==> src/line_sense_pkg.sv <==
// Constants for the line-sense and power-on configuration block.
// Assumes a 40 MHz clock and an 8-bit register port with 16-bit addresses.
package line_sense_pkg;
	localparam int CLK_KHZ = 40000;
	localparam int ADDR_W = 16;
	localparam int DATA_W = 8;
	localparam int SENSE_W = 12;
	localparam int TIMER_W = 26;

	localparam logic [15:0] OFS_GAIN_TRIM = 16'hFE77;
	localparam logic [15:0] OFS_SETTING = 16'hFE78;
	localparam logic [15:0] OFS_POWER_ON = 16'hFE79;
	localparam logic [15:0] OFS_SENSE_VALUE = 16'hFED9;
	localparam logic [15:0] OFS_IRQ_STATUS = 16'hFE90;
	localparam logic [15:0] OFS_IRQ_MASK = 16'hFE91;
	localparam logic [15:0] OFS_LIVE_STATE = 16'hFE92;

	localparam logic [7:0] RST_GAIN_TRIM = 8'h00;
	localparam logic [7:0] RST_SETTING = 8'h00;
	localparam logic [7:0] RST_POWER_ON = 8'h00;
	localparam logic [3:0] RST_IRQ_MASK = 4'h0;

	// Gain trim fields
	localparam int TRIM_SIGN_BIT = 7;
	localparam int TRIM_MAG_LSB = 0;
	localparam int TRIM_MAG_W = 7;
	localparam int TRIM_SHIFT = 10;
	// Setting fields
	localparam int INCLUDE_BIT = 7;
	localparam int PG_DEB_BIT = 6;
	localparam int THRESH_LSB = 2;
	localparam int THRESH_W = 4;
	localparam int DEB_LSB = 0;
	// Power-on fields
	localparam int POLARITY_BIT = 7;
	localparam int SW_ON_BIT = 6;
	localparam int SOURCE_LSB = 4;
	localparam int ON_DLY_LSB = 2;
	localparam int OFF_DLY_LSB = 0;

	localparam logic [1:0] SRC_ALWAYS = 2'h0;
	localparam logic [1:0] SRC_PIN = 2'h1;
	localparam logic [1:0] SRC_SOFT = 2'h2;
	localparam logic [1:0] SRC_BOTH = 2'h3;

	// Interrupt status bits
	localparam int EV_FLAG_SET = 0;
	localparam int EV_FLAG_CLR = 1;
	localparam int EV_CH_ON = 2;
	localparam int EV_CH_OFF = 3;
	localparam int EV_W = 4;

	// Sense scale and hysteresis
	localparam int SENSE_FS_MV = 1600;
	localparam int HYST_MV = 75;
	localparam int HYST_CODES = (HYST_MV * (1 << SENSE_W)) / SENSE_FS_MV;

	// Times in microseconds and their cycle counts
	localparam int DEB_SHORT_US = 2600;
	localparam int DEB_MID_US = 10400;
	localparam int DEB_LONG_US = 100000;
	localparam int DLY_SHORT_US = 50000;
	localparam int DLY_MID_US = 250000;
	localparam int DLY_LONG_US = 1000000;
	localparam int DEB_SHORT_CYC = DEB_SHORT_US * CLK_KHZ / 1000;
	localparam int DEB_MID_CYC = DEB_MID_US * CLK_KHZ / 1000;
	localparam int DEB_LONG_CYC = DEB_LONG_US * CLK_KHZ / 1000;
	localparam int DLY_SHORT_CYC = DLY_SHORT_US * CLK_KHZ / 1000;
	localparam int DLY_MID_CYC = DLY_MID_US * CLK_KHZ / 1000;
	localparam int DLY_LONG_CYC = DLY_LONG_US * CLK_KHZ / 1000;

	typedef enum logic [1:0] {CH_OFF, CH_ON_WAIT, CH_ON, CH_OFF_WAIT} chan_state_t;
endpackage

==> src/line_sense_config.sv <==
// Line-sense trim, threshold, debounce and first-channel power-on control.
// Assumes the sense reading comes from logic on clk; the request pin is asynchronous.
// How it works
// - Sign bit set subtracts trim, clear adds
// - Seven-bit magnitude sets gain correction amount
// - Include bit gates flag into both power-goods
// - Power-good debounce 0 or 2.6 ms
// - Threshold compared with four sense MSBs
// - 75 mV hysteresis on threshold compare
// - Zero threshold keeps flag cleared
// - Flag debounce 0, 2.6, 10.4, 100 ms
// - Polarity bit selects active pin level
// - Software bit turns channel on/off
// - Source field: always, pin, software
// - Source three needs pin and software
// - On delay before soft start
// - Off delay before turning off
module line_sense_config #(
	parameter int unsigned DEB_SHORT = line_sense_pkg::DEB_SHORT_CYC,
	parameter int unsigned DEB_MID = line_sense_pkg::DEB_MID_CYC,
	parameter int unsigned DEB_LONG = line_sense_pkg::DEB_LONG_CYC,
	parameter int unsigned DLY_SHORT = line_sense_pkg::DLY_SHORT_CYC,
	parameter int unsigned DLY_MID = line_sense_pkg::DLY_MID_CYC,
	parameter int unsigned DLY_LONG = line_sense_pkg::DLY_LONG_CYC
) (
	input wire logic clk,
	input wire logic rst_n,
	input wire logic [line_sense_pkg::ADDR_W-1:0] addr,
	input wire logic [line_sense_pkg::DATA_W-1:0] writeData,
	input wire logic writeStrobe,
	input wire logic readStrobe,
	output logic [line_sense_pkg::DATA_W-1:0] readData,
	input wire logic [line_sense_pkg::SENSE_W-1:0] senseReading,
	input wire logic powerOnRequestFirst,
	output logic acLineSenseFlag,
	output logic powerGoodFirstOk,
	output logic powerGoodSecondOk,
	output logic channelEnable,
	output logic softStartGo,
	output logic irq
);
	import line_sense_pkg::*;

	logic [7:0] gainTrim;
	logic [7:0] settingReg;
	logic [7:0] powerOnReg;
	logic [EV_W-1:0] irqStatus;
	logic [EV_W-1:0] irqMask;
	logic [7:0] next_gainTrim;
	logic [7:0] next_settingReg;
	logic [7:0] next_powerOnReg;
	logic [EV_W-1:0] next_irqStatus;
	logic [EV_W-1:0] next_irqMask;
	logic [7:0] next_readData;
	logic next_irq;
	logic [EV_W-1:0] events;

	logic [SENSE_W-1:0] trimmed;
	logic [SENSE_W-1:0] next_trimmed;
	logic rawFlag;
	logic next_rawFlag;
	logic [TIMER_W-1:0] debCount;
	logic [TIMER_W-1:0] next_debCount;
	logic next_acLineSenseFlag;
	logic [TIMER_W-1:0] pgCount;
	logic [TIMER_W-1:0] next_pgCount;
	logic pgFlag;
	logic next_pgFlag;
	logic next_pgOk;

	logic pinMeta;
	logic pinSync;
	logic request;
	chan_state_t chanState;
	chan_state_t next_chanState;
	logic [TIMER_W-1:0] dlyCount;
	logic [TIMER_W-1:0] next_dlyCount;
	logic next_channelEnable;
	logic next_softStartGo;

	// Register port
	always_comb begin
		next_gainTrim = gainTrim;
		next_settingReg = settingReg;
		next_powerOnReg = powerOnReg;
		next_irqMask = irqMask;
		next_irqStatus = irqStatus;
		next_readData = 8'h00;
		if (writeStrobe) begin
			case (addr)
				OFS_GAIN_TRIM: next_gainTrim = writeData;
				OFS_SETTING: next_settingReg = writeData;
				OFS_POWER_ON: next_powerOnReg = writeData;
				OFS_IRQ_MASK: next_irqMask = writeData[EV_W-1:0];
				default: ;
			endcase
		end
		if (readStrobe) begin
			case (addr)
				OFS_GAIN_TRIM: next_readData = gainTrim;
				OFS_SETTING: next_readData = settingReg;
				OFS_POWER_ON: next_readData = powerOnReg;
				OFS_SENSE_VALUE: next_readData = trimmed[SENSE_W-1 -: 8];
				OFS_IRQ_STATUS: begin
					next_readData = {4'h0, irqStatus};
					next_irqStatus = '0;
				end
				OFS_IRQ_MASK: next_readData = {4'h0, irqMask};
				OFS_LIVE_STATE: next_readData = {3'h0, pinSync, request, channelEnable,
					pgFlag, acLineSenseFlag};
				default: next_readData = 8'h00;
			endcase
		end
		// New events win over the read clear
		next_irqStatus = next_irqStatus | events;
		next_irq = |(next_irqStatus & next_irqMask);
	end

	always_ff @(posedge clk or negedge rst_n) begin
		if (!rst_n) begin
			gainTrim <= RST_GAIN_TRIM;
			settingReg <= RST_SETTING;
			powerOnReg <= RST_POWER_ON;
			irqMask <= RST_IRQ_MASK;
			irqStatus <= '0;
			readData <= 8'h00;
			irq <= 1'b0;
		end else begin
			gainTrim <= next_gainTrim;
			settingReg <= next_settingReg;
			powerOnReg <= next_powerOnReg;
			irqMask <= next_irqMask;
			irqStatus <= next_irqStatus;
			readData <= next_readData;
			irq <= next_irq;
		end
	end

	// Gain trim and threshold compare with hysteresis
	logic [SENSE_W+TRIM_MAG_W-1:0] product;
	logic [SENSE_W-1:0] correction;
	logic [SENSE_W:0] sum;
	logic [THRESH_W-1:0] thresh;
	logic [SENSE_W:0] setLevel;
	logic [SENSE_W:0] clearLevel;

	always_comb begin
		product = {{TRIM_MAG_W{1'b0}}, senseReading} *
			{{SENSE_W{1'b0}}, gainTrim[TRIM_MAG_LSB +: TRIM_MAG_W]};
		correction = SENSE_W'(product >> TRIM_SHIFT);
		// Trimmed value saturates at both ends
		if (gainTrim[TRIM_SIGN_BIT]) begin
			sum = {1'b0, senseReading} - {1'b0, correction};
			next_trimmed = sum[SENSE_W] ? '0 : sum[SENSE_W-1:0];
		end else begin
			sum = {1'b0, senseReading} + {1'b0, correction};
			next_trimmed = sum[SENSE_W] ? '1 : sum[SENSE_W-1:0];
		end
		thresh = settingReg[THRESH_LSB +: THRESH_W];
		setLevel = {1'b0, thresh, {(SENSE_W-THRESH_W){1'b0}}};
		clearLevel = setLevel + (SENSE_W+1)'(HYST_CODES);
		// Sets below the threshold, clears only at or above it plus hysteresis
		next_rawFlag = rawFlag;
		if (thresh == '0) begin
			next_rawFlag = 1'b0;
		end else if ({1'b0, trimmed} < setLevel) begin
			next_rawFlag = 1'b1;
		end else if ({1'b0, trimmed} >= clearLevel) begin
			next_rawFlag = 1'b0;
		end
	end

	always_ff @(posedge clk or negedge rst_n) begin
		if (!rst_n) begin
			trimmed <= '0;
			rawFlag <= 1'b0;
		end else begin
			trimmed <= next_trimmed;
			rawFlag <= next_rawFlag;
		end
	end

	// Flag debounce and power-good debounce
	logic [TIMER_W-1:0] debLimit;
	logic [TIMER_W-1:0] pgLimit;

	always_comb begin
		case (settingReg[DEB_LSB +: 2])
			2'h0: debLimit = '0;
			2'h1: debLimit = TIMER_W'(DEB_SHORT);
			2'h2: debLimit = TIMER_W'(DEB_MID);
			default: debLimit = TIMER_W'(DEB_LONG);
		endcase
		pgLimit = settingReg[PG_DEB_BIT] ? TIMER_W'(DEB_SHORT) : '0;
		next_acLineSenseFlag = acLineSenseFlag;
		// Count is cleared whenever raw returns to the held value
		next_debCount = '0;
		if (rawFlag != acLineSenseFlag) begin
			if (debCount + TIMER_W'(1) >= debLimit) begin
				next_acLineSenseFlag = rawFlag;
			end else begin
				next_debCount = debCount + TIMER_W'(1);
			end
		end
		next_pgFlag = pgFlag;
		next_pgCount = '0;
		if (acLineSenseFlag != pgFlag) begin
			if (pgCount + TIMER_W'(1) >= pgLimit) begin
				next_pgFlag = acLineSenseFlag;
			end else begin
				next_pgCount = pgCount + TIMER_W'(1);
			end
		end
		next_pgOk = !(settingReg[INCLUDE_BIT] && pgFlag);
	end

	// Status events on flag and channel edges
	always_comb begin
		events = '0;
		events[EV_FLAG_SET] = next_acLineSenseFlag && !acLineSenseFlag;
		events[EV_FLAG_CLR] = !next_acLineSenseFlag && acLineSenseFlag;
		events[EV_CH_ON] = next_channelEnable && !channelEnable;
		events[EV_CH_OFF] = !next_channelEnable && channelEnable;
	end

	always_ff @(posedge clk or negedge rst_n) begin
		if (!rst_n) begin
			debCount <= '0;
			acLineSenseFlag <= 1'b0;
			pgCount <= '0;
			pgFlag <= 1'b0;
			powerGoodFirstOk <= 1'b1;
			powerGoodSecondOk <= 1'b1;
		end else begin
			debCount <= next_debCount;
			acLineSenseFlag <= next_acLineSenseFlag;
			pgCount <= next_pgCount;
			pgFlag <= next_pgFlag;
			powerGoodFirstOk <= next_pgOk;
			powerGoodSecondOk <= next_pgOk;
		end
	end

	// Request pin synchroniser
	always_ff @(posedge clk or negedge rst_n) begin
		if (!rst_n) begin
			pinMeta <= 1'b0;
			pinSync <= 1'b0;
		end else begin
			pinMeta <= powerOnRequestFirst;
			pinSync <= pinMeta;
		end
	end

	// On request source and on/off delays
	logic pinRequest;
	logic swRequest;
	logic [TIMER_W-1:0] onLimit;
	logic [TIMER_W-1:0] offLimit;

	function automatic logic [TIMER_W-1:0] delay_cycles(input logic [1:0] code);
		case (code)
			2'h0: delay_cycles = '0;
			2'h1: delay_cycles = TIMER_W'(DLY_SHORT);
			2'h2: delay_cycles = TIMER_W'(DLY_MID);
			default: delay_cycles = TIMER_W'(DLY_LONG);
		endcase
	endfunction

	always_comb begin
		pinRequest = pinSync ^ powerOnReg[POLARITY_BIT];
		swRequest = powerOnReg[SW_ON_BIT];
		case (powerOnReg[SOURCE_LSB +: 2])
			SRC_ALWAYS: request = 1'b1;
			SRC_PIN: request = pinRequest;
			SRC_SOFT: request = swRequest;
			SRC_BOTH: request = pinRequest && swRequest;
			default: request = 1'b0;
		endcase
		onLimit = delay_cycles(powerOnReg[ON_DLY_LSB +: 2]);
		offLimit = delay_cycles(powerOnReg[OFF_DLY_LSB +: 2]);
		next_chanState = chanState;
		next_dlyCount = '0;
		next_softStartGo = 1'b0;
		case (chanState)
			CH_OFF: begin
				if (request) begin
					if (onLimit == '0) begin
						next_chanState = CH_ON;
						next_softStartGo = 1'b1;
					end else begin
						next_chanState = CH_ON_WAIT;
					end
				end
			end
			CH_ON_WAIT: begin
				// Request dropping during the on delay cancels it
				if (!request) begin
					next_chanState = CH_OFF;
				end else if (dlyCount + TIMER_W'(1) >= onLimit) begin
					next_chanState = CH_ON;
					next_softStartGo = 1'b1;
				end else begin
					next_dlyCount = dlyCount + TIMER_W'(1);
				end
			end
			CH_ON: begin
				if (!request) begin
					next_chanState = (offLimit == '0) ? CH_OFF : CH_OFF_WAIT;
				end
			end
			CH_OFF_WAIT: begin
				// Request back during the off delay keeps the channel on
				if (request) begin
					next_chanState = CH_ON;
				end else if (dlyCount + TIMER_W'(1) >= offLimit) begin
					next_chanState = CH_OFF;
				end else begin
					next_dlyCount = dlyCount + TIMER_W'(1);
				end
			end
			default: next_chanState = CH_OFF;
		endcase
		next_channelEnable = (next_chanState == CH_ON) || (next_chanState == CH_OFF_WAIT);
	end

	always_ff @(posedge clk or negedge rst_n) begin
		if (!rst_n) begin
			chanState <= CH_OFF;
			dlyCount <= '0;
			channelEnable <= 1'b0;
			softStartGo <= 1'b0;
		end else begin
			chanState <= next_chanState;
			dlyCount <= next_dlyCount;
			channelEnable <= next_channelEnable;
			softStartGo <= next_softStartGo;
		end
	end
endmodule

==> config.mk <==
export PLATFORM = sky130hd
export DESIGN_NAME = line_sense_config
export DESIGN_NICKNAME = d
export VERILOG_FILES = /design/src/line_sense_pkg.sv /design/src/line_sense_config.sv
export SDC_FILE = /design/constraint.sdc
export NUM_CORES = 1
export LEC_CHECK = 0
export BUFFER_PORTS_ARGS = -buffer_cell sky130_fd_sc_hd__buf_2
export CORE_AREA = 2 2 186 151
export DETAILED_ROUTE_END_ITERATION = 12
export DIE_AREA = 0 0 188 153
export GPL_ROUTABILITY_DRIVEN = 0
export GPL_TIMING_DRIVEN = 0
export MAX_ROUTING_LAYER = met4
export PLACE_DENSITY = 0.69
export REMOVE_ABC_BUFFERS = 1
export SLEW_MARGIN = 20
export SYNTH_ARGS = -nofsm -noshare
export SYNTH_HDL_FRONTEND = slang
export SYNTH_SLANG_ARGS = --single-unit
==> constraint.sdc <==
create_clock -name clk -period 8.75 [get_ports clk]
set_input_delay 0.4375 -clock clk [delete_from_list [all_inputs] [get_ports clk]]
set_output_delay 0.4375 -clock clk [all_outputs]
set_load 0.01 [all_outputs]
[Yosys cells after proc, flatten, opt, wreduce, memory -nomap -nowiden]
Cells that the tools add are included.
Operators by class
  $add $sub $neg: 6
  multiply operators: 1
  divide/modulo/power cells: 0
  $lt $le $gt $ge: 6
  equality and inequality tests: 23
  shift-type cells: 0
  multiplexer cells: 42
  bitwise gates (word level): 3
  reductions and logical operators: 26
Operators by type and width (number)
  2-to-1 mux 26 bit: 8
  one-hot mux 21 bit (3 select lines): 2
  == test 16 bit (second input constant): 7
  adder 26 x 1 -> 26 bit (second input constant): 3
  >= comparator 26 bit: 3
  one-hot mux 26 bit (3 select lines): 1
  one-hot mux 8 bit (7 select lines): 1
  zero test 26 bit: 2
  one-hot mux 26 bit (2 select lines): 1
  2-to-1 mux 12 bit: 3
  >= comparator 26 x 17 -> 1 bit: 1
  multiplier 12 x 7 -> 19 bit: 1
  == test 2 bit (second input constant): 9
  2-to-1 mux 17 bit: 1
  2-to-1 mux 2 bit: 8
  2-to-1 mux 4 bit: 4
  adder 12 x 8 -> 13 bit (second input constant): 1
  adder 12 x 9 -> 13 bit: 1
  >= comparator 12 x 13 -> 1 bit: 1
  subtractor 12 x 9 -> 13 bit: 1
  < comparator 12 bit: 1
  == test 2 x 1 -> 1 bit (second input constant): 5
  zero test 2 bit: 5
  2-to-1 mux 1 bit: 9
  15 further kinds: 28
Word-level totals
  register bits after elaboration: 141
  bits in latches: 0
  bits in writable memories: 0
  memory bits (read-only): 0
  bits of input ports: 41
  logic and storage cells: 127
  memories kept: 0

[Longest topological paths before layout]
Gate-level depths: netlist (run 1).
  word-level depth: 13
  gate-level depth with buffers: 31
  depth with buffers taken out: 28

[Worst setup path after synthesis (run 1)]
No wires, ideal clock.
  path kind: reg2reg
  start: reg gainTrim[6]
  end: reg trimmed[10]
  arrival time: 6297 ps
  required time: 8630 ps
  path slack: 2333 ps
  stages on the path, launching flop included: 26
  buffers on the path: 1
  cell sequence: dfrtp_1 clkbuf_1 and2_1 fa_1 fa_1 fa_1 inv_1 fa_1 inv_1 ha_1 o21ai_0 nand2b_1 a32oi_1 o21ai_1 o41ai_1 o21ai_0 or4_1 nand2_1 xnor2_1 ha_1 inv_1 a221oi_1 a21oi_1 nor3b_1 mux2i_1 o211a_1
On the way
  longest elaborated chain between the ends: 4
  elaborated cells on any way between the ends: 6
  classes of those cells: add/sub (2); mul (1); mux (3)
RTL lines
  start: declaration: line line_sense_config.sv:44  | logic [7:0] gainTrim;
  start signal: assignment: line line_sense_config.sv:129  | gainTrim <= next_gainTrim;
  multiplier 12 x 7 -> 19 bit *: line line_sense_config.sv:148  | product = {{TRIM_MAG_W{1'b0}}, senseReading} *
  adder 12 x 9 -> 13 bit / subtractor 12 x 9 -> 13 bit (equally long branches): line line_sense_config.sv:156, line_sense_config.sv:153
  2-to-1 mux 12 bit, on equally long branches: line line_sense_config.sv:157, line_sense_config.sv:154
  2-to-1 mux 12 bit *: line line_sense_config.sv:152  | if (gainTrim[TRIM_SIGN_BIT]) begin
  net next_trimmed[10]: line line_sense_config.sv:59  | logic [SENSE_W-1:0] next_trimmed;
  end signal: assignment: line line_sense_config.sv:178  | trimmed <= next_trimmed;
  end: declaration: line line_sense_config.sv:58  | logic [SENSE_W-1:0] trimmed;
The timed path passes the listed nets; every way through them passes the cells marked *.
A chain may end at the register's enable or synchronous reset.

[Worst setup path in the final report (run 1)]
  start: reg gainTrim[4]
  end: reg trimmed[7]
Same word-level chain as after synthesis.

==> results of run 1 <==
[report_power, final]
part	switching (W)	internal (W)	leakage (nW)
combinational	0.0000447	0.0000218	3.92
sequential	0.00000445	0.000639	1.83
clock	0.000290	0.000429	0.285
total	0.000339	0.00109	6.03
[registers in the layout (all words and copies together), names as in the netlist, 8 cells and up]
signal,flops
gainTrim,8
debCount,26
powerOnReg,8
trimmed,8
dlyCount,26
pgCount,26
settingReg,8
readData,8
[synthesized netlist by cell type (4+ instances only)]
cell        n  area [µm²]
nand4_1    27         169
mux2_2     30         338
nor3_1     34         170
or2_2       9        56.3
o31ai_1     6        45.0
o21a_1     11        82.6
o31a_1      4        35.0
o21ai_0    33         165
xor2_1     31         272
a22oi_1    10        75.1
mux2i_1     5        50.1
a31oi_1     7        43.8
nand3_1    30         150
a222oi_1    8        80.1
nor2b_1    16         100
and3_1     27         169
nand2b_1   13        81.3
nor2_1     60         225
nor4_1     23         144
inv_1     112         420
nand2_1    80         300
nor3b_1     7        52.6
dfrtp_1   136        3400
a211oi_1    8        60.1
or3_1       5        31.3
buf_2       5        25.0
nor2_2      8        50.1
a21o_1     12        90.1
and4_1      8        70.1
nor4b_1     7        61.3
nor2b_2    10        87.6
or4_1       5        37.5
and2_1     66         413
a311oi_1    9        78.8
fa_1       50        1000
xnor2_1    42         368
ha_1      119        1490
clkbuf_1   29         109
a21oi_1    36         180
o211ai_1    5        37.5
[cell type report]
class,instances,area (µm²)
multi-input combinational,930,7460
antenna,4,10.0
clock buffer,19,443
timing repair buffer,57,329
fill,2534,14300
tap,364,455
clock inverter,13,143
sequential,137,3430
inverter,112,420
[worst min-delay path by stage]
stage                              startpoint              end  slack [ns]
after floorplan                         rst_n  acLineSenseFlag        0.14
after global placement                pinMeta          pinSync        0.34
after detailed placement                rst_n     dlyCount[13]        0.35
after CTS                 powerOnRequestFirst          pinMeta         0.1
after global routing      powerOnRequestFirst          pinMeta        0.10
final                     powerOnRequestFirst          pinMeta        0.11
[worst register-to-register path: stages, from the launching register on]
cell and delay (ns):
dfrtp_1 0.69, and2_1 0.24, fa_1 0.45, fa_1 0.52, fa_1 0.55, inv_1 0.06
fa_1 0.53, inv_1 0.04, ha_1 0.34, o31a_1 0.12, a32oi_1 0.18, o21ai_1 0.15
o41ai_1 0.60, o21ai_0 0.33, or4_1 0.50, a31oi_1 0.32, xnor2_1 0.16, ha_1 0.30
inv_1 0.13, nor2_1 0.06, o21a_1 0.23, nor2_1 0.45, a311oi_1 0.17, o21ai_0 0.26
[layer usage]
| metal | track usage | vias up | part of all wire |
|---|---|---|---|
| li1 | - | 4347 | - |
| met1 | 0.274 | 4381 | 0.50 |
| met2 | 0.289 | 187 | 0.45 |
| met3 | 0.0289 | 25 | 0.039 |
| met4 | 0.0540 | 0 | 0.013 |
| met5 | - | - | 0 |
[per-stage QoR]
stage,cells,util,hold WS (ns),total power [W],area [µm²]
after CTS,1632,0.470,0.0977,0.00145,12700
final,1636,0.471,0.114,0.00143,12700
after detailed placement,1599,0.448,0.345,0.000721,12100
after global placement,1597,0.445,0.338,0.000718,12000
after global routing,1636,0.471,0.102,0.00149,12700
after floorplan,1179,-,0.142,0.000678,11300
[logic make-up (layout without fill, tap and decap cells)]
| kind of cell | count (synthesis) | after routing | share of synthesized area |
|---|---|---|---|
| adder cells (fa/ha/maj) | 169 | 169 | 0.218 |
| AO/OA/AOI/OAI | 186 | 186 | 0.113 |
| AND/OR/NAND/NOR | 451 | 451 | 0.223 |
| XOR/XNOR | 73 | 73 | 0.0560 |
| buffers and inverters | 150 | 201 | 0.0522 |
| flip-flops | 137 | 137 | 0.301 |
| multiplexers | 37 | 37 | 0.0363 |
| other | 1 | 18 | 0.000329 |
==> impl_metrics.env, run 1 <==
export IMPL_tritoncts="yes"
export IMPL_design_die_area_mm2=0.0288
export IMPL_min_delay_path_class="in2reg"
export IMPL_placement_setup_worst_slack_ns=1.36
export IMPL_timing_critical_path_to="trimmed[7]"
export IMPL_synth_cell_area_mm2=0.0114
export IMPL_chipHeight_um=153
export IMPL_worst_r2r_startpoint="gainTrim[4]"
export IMPL_cts_repair_resize_count=0
export IMPL_path_depth=23
export IMPL_grt_setup_unrepaired="false"
export IMPL_drt_antenna_violating_nets=0
export IMPL_ys_ff_latch=137
export IMPL_ys_warnings_count=0
export IMPL_clock_sinks=137
export IMPL_critical_path_max_stage_delay_ns=0.69
export IMPL_synthDistinctLibCells=80
export IMPL_worst_ep_arrival_time_ns=7.80
export IMPL_finish_net_count=1465
export IMPL_whs_path_depth=1
export IMPL_detail_route_drc_violations=0
export IMPL_ir_drop_worst_vdd_mv=0.141
export IMPL_cts_max_level=4
export IMPL_cts_buffers=17
export IMPL_setup_viol=0
export IMPL_cts_root_to_sink_buffers=2
export IMPL_buffer_ports_inserted=54
export IMPL_timing_critical_path_from="gainTrim[4]"
export IMPL_grt_antenna_before_repair=4
export IMPL_status="finished, final reports clean"
export IMPL_max_cap_violations=0
export IMPL_clock_skew_final_ns=0.00859
export IMPL_grt_ovfl_total=0
export IMPL_critical_path_endpoint_type="flip-flop"
export IMPL_fraction_of_registers_with_async_set_or_reset_after_synthesis=1.00
export IMPL_pins_over_their_slew_limit=0
export IMPL_timing_slew_headroom=0.385
export IMPL_post_dp_hpwl_um=19300
export IMPL_final_hold_viol_count=0
export IMPL_critical_path_slowest_cell="dfrtp_1"
export IMPL_worstPathBufferInverterCount=3
export IMPL_synth_top_flop_cell="dfrtp_1"
export IMPL_drive_above_1_share=0.128
export IMPL_detail_route_vias_per_cell=5.46
export IMPL_netlist_instances=1204
export IMPL_finalCritPeriodShare=0.854
export IMPL_rr_worst_depth=23
export IMPL_most_common_cell_after_layout_fill_and_taps_aside="dfrtp_1"
export IMPL_synthToLayoutAreaGrowth_pct=11.2
export IMPL_cp_data_required_time_ns=9.08
export IMPL_timing_critical_path_max_delay_family="adder cells"
export IMPL_grt_util_all_layers=0.194
export IMPL_worst_pin_slew_ns=0.920
export IMPL_clockRootBuffer="clkbuf_16"
export IMPL_later_pin_clock_latency_in_the_skew_report_ns=0.43
export IMPL_timing_final_crit_period_ns=7.47
export IMPL_timing_fmax_mhz=134
export IMPL_p_per_area_mw_per_mm2=113
export IMPL_critical_path_top_cell_by_count="fa_1"
export IMPL_timing_worst_setup_path_type="reg2reg"
export IMPL_setup_worst_path_start_class="flip-flop"
export IMPL_starting_density_of_the_core=0.423
export IMPL_synthesis_area_per_instance_um2=9.47
export IMPL_fin_ws_ns=1.28
export IMPL_wire_length_of_the_first_global_routing_pass_um=44300
export IMPL_clkTransAtPathRegs_ns=0.06
export IMPL_site_row_count=54
export IMPL_worstPathMaxFanout=14
export IMPL_rrSetupSlack_ns=1.28
export IMPL_die_w_um=188
export IMPL_cts_post_setup_buffers_inserted=0
export IMPL_ports=55
export IMPL_cts_hold_buffers_added=1
export IMPL_detailedRoute_firstPassIterationCount=6
export IMPL_number_of_drc_violations_after_detailed_routing_iteration_0=665
export IMPL_setup_tns_ns=0
export IMPL_core_region_area_mm2=0.0270
export IMPL_drt_total_wl_um=25900
export IMPL_timing_rr_end="trimmed[7]"
export IMPL_grt_pass1_vias=8849
export IMPL_synth_edff_count=0
export IMPL_power_static_leakage_nw=6.03
export IMPL_largest_net_degree_at_the_start_of_global_routing=97
export IMPL_commonest_non_fill_non_tap_cells_in_the_layout="dfrtp_1 (136), ha_1 (119), inv_1 (112)"
export IMPL_worstPathCellList="and2_1, fa_1, fa_1, fa_1, inv_1, fa_1, inv_1, ha_1, o31a_1, a32oi_1, o21ai_1, o41ai_1, o21ai_0, or4_1, a31oi_1, xnor2_1, ha_1, inv_1, nor2_1, o21a_1, nor2_1, a311oi_1, o21ai_0"
export IMPL_seq_area_frac_synth=0.301
export IMPL_route_detailed_wl_per_inst_um=15.9
export IMPL_num_vias=8940
No activity file was read; power rests on OpenSTA's default activity.
==> run 2: changes to the inputs <==
REMOVE_ABC_BUFFERS = not set   (was 1)
==> run 2 against run 1 <==
- non-clock buffer count rose by 37
- setup slack got worse by 0.28 ns
- highest routed layer unchanged
- combinational power barely moved
- die area did not move
- largest power group unchanged
- cell count rose by 2.3%
==> impl_metrics.env, run 2 (synthesized netlist as in run 1, its figures left out) <==
export IMPL_setup_viol=0
export IMPL_cts_buffers=17
export IMPL_worst_ep_arrival_time_ns=8.05
export IMPL_internal_power_w=0.00112
export IMPL_timing_rr_end="trimmed[7]"
export IMPL_critical_path_slowest_cell="o41ai_1"
export IMPL_ports=55
export IMPL_pwr_share_seq=0.443
export IMPL_status="finished, final reports clean"
export IMPL_design_die_area_mm2=0.0288
export IMPL_clock_skew_final_ns=0.00893
export IMPL_min_delay_path_class="in2reg"
export IMPL_cts_hold_buffers_added=1
export IMPL_rrSetupSlack_ns=1.00
export IMPL_clockRootBuffer="clkbuf_16"
export IMPL_whs_path_depth=1
export IMPL_regArea_mm2=0.00343
export IMPL_synthToLayoutAreaGrowth_pct=12.7
export IMPL_p_sw_frac=0.231
export IMPL_timing_final_crit_period_ns=7.75
export IMPL_max_cap_violations=0
export IMPL_starting_density_of_the_core=0.423
export IMPL_fin_ws_ns=1.00
export IMPL_clock_power_share=0.512
export IMPL_p_per_area_mw_per_mm2=113
export IMPL_clkTransAtPathRegs_ns=0.06
export IMPL_min_delay_start="powerOnRequestFirst"
export IMPL_finalCritPeriodShare=0.885
export IMPL_rr_worst_depth=27
export IMPL_setup_worst_path_start_class="flip-flop"
export IMPL_cp_data_required_time_ns=9.05
export IMPL_clock_sinks=137
export IMPL_cts_post_setup_buffers_inserted=0
export IMPL_worst_pin_slew_ns=1.11
export IMPL_later_pin_clock_latency_in_the_skew_report_ns=0.43
export IMPL_chipHeight_um=153
export IMPL_most_common_cell_after_layout_fill_and_taps_aside="dfrtp_1"
export IMPL_timing_slew_headroom=0.256
export IMPL_cts_max_level=4
export IMPL_grt_pass1_vias=9146
export IMPL_critical_path_endpoint_type="flip-flop"
export IMPL_num_vias=9135
export IMPL_multiInputGateArea_mm2=0.00744
export IMPL_grt_util_all_layers=0.200
export IMPL_total_power_w=0.00146
export IMPL_final_hold_viol_count=0
export IMPL_detailedRoute_firstPassIterationCount=7
export IMPL_route_detailed_wl_per_inst_um=15.8
export IMPL_timing_critical_path_max_delay_family="adder cells"
export IMPL_comb_power_share=0.046
export IMPL_commonest_non_fill_non_tap_cells_in_the_layout="dfrtp_1 (136), ha_1 (119), inv_1 (112)"
export IMPL_final_util=0.477
export IMPL_timing_worst_setup_path_type="reg2reg"
export IMPL_site_row_count=54
export IMPL_grt_setup_unrepaired="false"
export IMPL_core_region_area_mm2=0.0270
export IMPL_worst_r2r_startpoint="gainTrim[6]"
export IMPL_wire_length_of_the_first_global_routing_pass_um=45500
export IMPL_drt_antenna_violating_nets=0
export IMPL_ir_drop_worst_vdd_mv=0.127
export IMPL_drt_total_wl_um=26500
export IMPL_cts_root_to_sink_buffers=2
export IMPL_min_to="pinMeta"
export IMPL_worstPathMaxFanout=10
export IMPL_timing_fmax_mhz=129
export IMPL_total_switching_power_w=0.000337
export IMPL_drive_above_1_share=0.128
export IMPL_placement_setup_worst_slack_ns=1.16
export IMPL_finish_net_count=1502
export IMPL_number_of_drc_violations_after_detailed_routing_iteration_0=583
export IMPL_power_static_leakage_nw=6.10
export IMPL_largest_registers="debCount x26, dlyCount x26, pgCount x26"
export IMPL_buffer_ports_inserted=54
export IMPL_pins_over_their_slew_limit=0
export IMPL_worstPathBufferInverterCount=6
export IMPL_grt_antenna_before_repair=4
export IMPL_post_dp_hpwl_um=20200
export IMPL_critical_path_max_stage_delay_ns=0.61
export IMPL_largest_net_degree_at_the_start_of_global_routing=75
export IMPL_cts_repair_resize_count=0
export IMPL_die_w_um=188
export IMPL_setup_tns_ns=0
export IMPL_tritoncts="yes"
export IMPL_detail_route_vias_per_cell=5.46
export IMPL_grt_ovfl_total=0
export IMPL_detail_route_drc_violations=0
export IMPL_fillCellCount=2505
run 2: cell type report:
type	count	area share
clock inverter	13	0.0131
inverter	112	0.0327
sequential	137	0.267
tap	364	0.0354
clock buffer	19	0.0344
timing repair buffer	56	0.0247
multi-input combinational	930	0.579
antenna	4	0.000778
buffer	38	0.0136
run 2: worst max-delay path by stage:
stage	cells past startpoint	to	slack, ns	from
after floorplan	25	trimmed[10]	2.33	gainTrim[6]
after global placement	24	trimmed[9]	1.29	gainTrim[6]
after detailed placement	27	trimmed[7]	1.16	gainTrim[6]
after CTS	27	trimmed[7]	1.12	gainTrim[6]
after global routing	27	trimmed[5]	0.43	gainTrim[6]
final	27	trimmed[7]	1.00	gainTrim[6]
run 2: metrics by stage:
step                      hold slack (ns)  cells  cell area (µm²)
after detailed placement            0.338   1636            12200
after CTS                           0.101   1669            12900
after floorplan                     0.142   1217            11500
after global routing               0.0923   1673            12900
final                               0.110   1673            12900
after global placement              0.335   1635            12200
run 2: power groups by stage:
stage / clock (W) / combinational (W) / sequential [W]
2_1_floorplan: 0 / 0.0000259 / 0.000654
3_3_place_gp: 0 / 0.0000624 / 0.000655
3_5_place_dp: 0 / 0.0000662 / 0.000656
4_1_cts: 0.000759 / 0.0000670 / 0.000644
5_1_grt: 0.000790 / 0.0000766 / 0.000645
6_report: 0.000745 / 0.0000664 / 0.000645
run 2: layer usage:
metal	global-route usage	part of all wire	routed length, µm
met1	0.268	0.48	12700
met2	0.314	0.46	12300
met3	0.0315	0.046	1230
met4	0.0577	0.013	349
met5	-	0	0
==> run 3: changes to the inputs <==
CORE_AREA = 2 2 166 168   (was 2 2 186 151)
DIE_AREA = 0 0 168 170   (was 0 0 188 153)
HOLD_SLACK_MARGIN = 0.05   (was not set)
==> run 3 against run 2 <==
- combinational power barely moved
- wire length is 1.4% lower
- cell count down 1.4%
- clock power fell by 7.7%
- largest power group unchanged
==> impl_metrics.env, run 3 (synthesized netlist as in run 1, its figures left out) <==
export IMPL_chipHeight_um=170
export IMPL_post_dp_hpwl_um=20000
export IMPL_largest_registers="debCount x26, dlyCount x26, pgCount x26"
export IMPL_synthToLayoutAreaGrowth_pct=12.1
export IMPL_cp_data_required_time_ns=9.04
export IMPL_final_hold_viol_count=0
export IMPL_wire_length_of_the_first_global_routing_pass_um=44700
export IMPL_cts_max_level=4
export IMPL_clockRootBuffer="clkbuf_16"
export IMPL_drive_above_1_share=0.128
export IMPL_site_row_count=60
export IMPL_cts_hold_buffers_added=1
export IMPL_most_common_cell_after_layout_fill_and_taps_aside="dfrtp_1"
export IMPL_setup_worst_path_start_class="flip-flop"
export IMPL_clkTransAtPathRegs_ns=0.06
export IMPL_core_region_area_mm2=0.0267
export IMPL_ports=55
export IMPL_min_delay_path_class="in2reg"
export IMPL_dr_wl_met2_um=12700
export IMPL_design_die_area_mm2=0.0286
export IMPL_wl_met1_um=11800
export IMPL_later_pin_clock_latency_in_the_skew_report_ns=0.43
export IMPL_whs_path_depth=1
export IMPL_worstPathMaxFanout=10
export IMPL_finish_net_count=1502
export IMPL_p_per_area_mw_per_mm2=109
export IMPL_grt_pass1_vias=9277
export IMPL_setup_tns_ns=0
export IMPL_worst_pin_slew_ns=0.891
export IMPL_tritoncts="yes"
export IMPL_cts_post_setup_buffers_inserted=0
export IMPL_route_detailed_wl_per_inst_um=15.8
export IMPL_grt_setup_unrepaired="false"
export IMPL_detail_route_vias_per_cell=5.49
export IMPL_cts_repair_resize_count=0
export IMPL_timing_fmax_mhz=129
export IMPL_highest_signal_layer="met4"
export IMPL_critical_path_top_cell_by_count="fa_1"
export IMPL_detail_route_drc_violations=0
export IMPL_status="finished, final reports clean"
export IMPL_regArea_mm2=0.00343
export IMPL_max_cap_violations=0
export IMPL_grt_antenna_before_repair=4
export IMPL_detailedRoute_firstPassIterationCount=6
export IMPL_grt_ovfl_total=0
export IMPL_setup_viol=0
export IMPL_worst_r2r_startpoint="gainTrim[6]"
export IMPL_commonest_non_fill_non_tap_cells_in_the_layout="dfrtp_1 (136), ha_1 (119), inv_1 (112)"
export IMPL_critical_path_slowest_cell="fa_1"
export IMPL_fillCellCount=2431
export IMPL_min_to="pinMeta"
export IMPL_critical_path_max_stage_delay_ns=0.55
export IMPL_clock_sinks=137
export IMPL_power_static_leakage_nw=6.07
export IMPL_min_delay_start="powerOnRequestFirst"
export IMPL_rrSetupSlack_ns=1.02
export IMPL_final_util=0.480
export IMPL_met3_routed_length_um=854
export IMPL_finalCritPeriodShare=0.884
export IMPL_worst_ep_arrival_time_ns=8.03
export IMPL_ir_drop_worst_vdd_mv=0.127
export IMPL_timing_worst_setup_path_type="reg2reg"
export IMPL_cts_root_to_sink_buffers=2
export IMPL_timing_slew_headroom=0.404
export IMPL_die_w_um=168
export IMPL_drt_antenna_violating_nets=0
export IMPL_starting_density_of_the_core=0.428
export IMPL_timing_final_crit_period_ns=7.73
export IMPL_buffer_ports_inserted=54
export IMPL_largest_net_degree_at_the_start_of_global_routing=79
export IMPL_clock_skew_final_ns=0.0104
export IMPL_number_of_drc_violations_after_detailed_routing_iteration_0=442
export IMPL_num_vias=9058
export IMPL_critical_path_endpoint_type="flip-flop"
export IMPL_rr_worst_depth=25
export IMPL_drt_total_wl_um=26100
export IMPL_pins_over_their_slew_limit=0
export IMPL_grt_util_all_layers=0.199
export IMPL_cts_buffers=17
export IMPL_multiInputGateArea_mm2=0.00745
export IMPL_timing_rr_end="trimmed[4]"
## run 3: worst max-delay path by stage
stage                            from           to  slack, ns
after floorplan           gainTrim[6]  trimmed[10]       2.33
after global placement    gainTrim[6]   trimmed[4]       1.11
after detailed placement  gainTrim[6]   trimmed[4]       1.10
after CTS                 gainTrim[6]   trimmed[4]       1.09
after global routing      gainTrim[6]   trimmed[4]       0.40
final                     gainTrim[6]   trimmed[4]       1.02
## run 3: where the power goes
part	switching [W]	total, W	leakage (nW)	internal (W)
logic	0.0000440	0.0000661	3.98	0.0000221
clock network	0.000287	0.000688	0.264	0.000401
registers	0.00000434	0.000644	1.83	0.000639
total	0.000336	0.00140	6.07	0.00106
## run 3: layer usage
layer  GRT usage  vias up
li1            -     4416
met1       0.242     4431
met2       0.332      164
met3      0.0333       47
met4      0.0775        0
met5           -        -
## run 3: layout make-up
type,instances,area share
diodes,4,0.000783
plain buffers,38,0.0137
clock buffers,20,0.0349
clock inverters,12,0.00920
inverters,112,0.0329
multi-input cells,930,0.582
flip-flops and latches,137,0.268
well taps,341,0.0334
repair buffers,56,0.0248
## run 3: worst max-delay path: cells and delay by family (launching register included)
| kind | cells | cell delay, ns |
|---|---|---|
| buffers and inverters | 5 | 1.02 |
| AOI/OAI and AO/OA | 9 | 2.43 |
| adders and majority gates | 6 | 2.54 |
| and+or+nand+nor | 4 | 0.90 |
| DFF | 1 | 0.51 |
| xor gates and xnor gates | 1 | 0.19 |
## run 3: metrics by stage
stage               instance area [µm²]  instances  setup WS [ns]  total power, W  hold WS, ns
floorplan                         11500       1217           2.33        0.000680        0.142
global placement                  12200       1612           1.11        0.000718        0.339
detailed placement                12200       1613           1.10        0.000721        0.337
CTS                               12800       1646           1.09         0.00141        0.102
global route                      12800       1650          0.399         0.00146       0.0973
finish                            12800       1650           1.02         0.00140        0.120
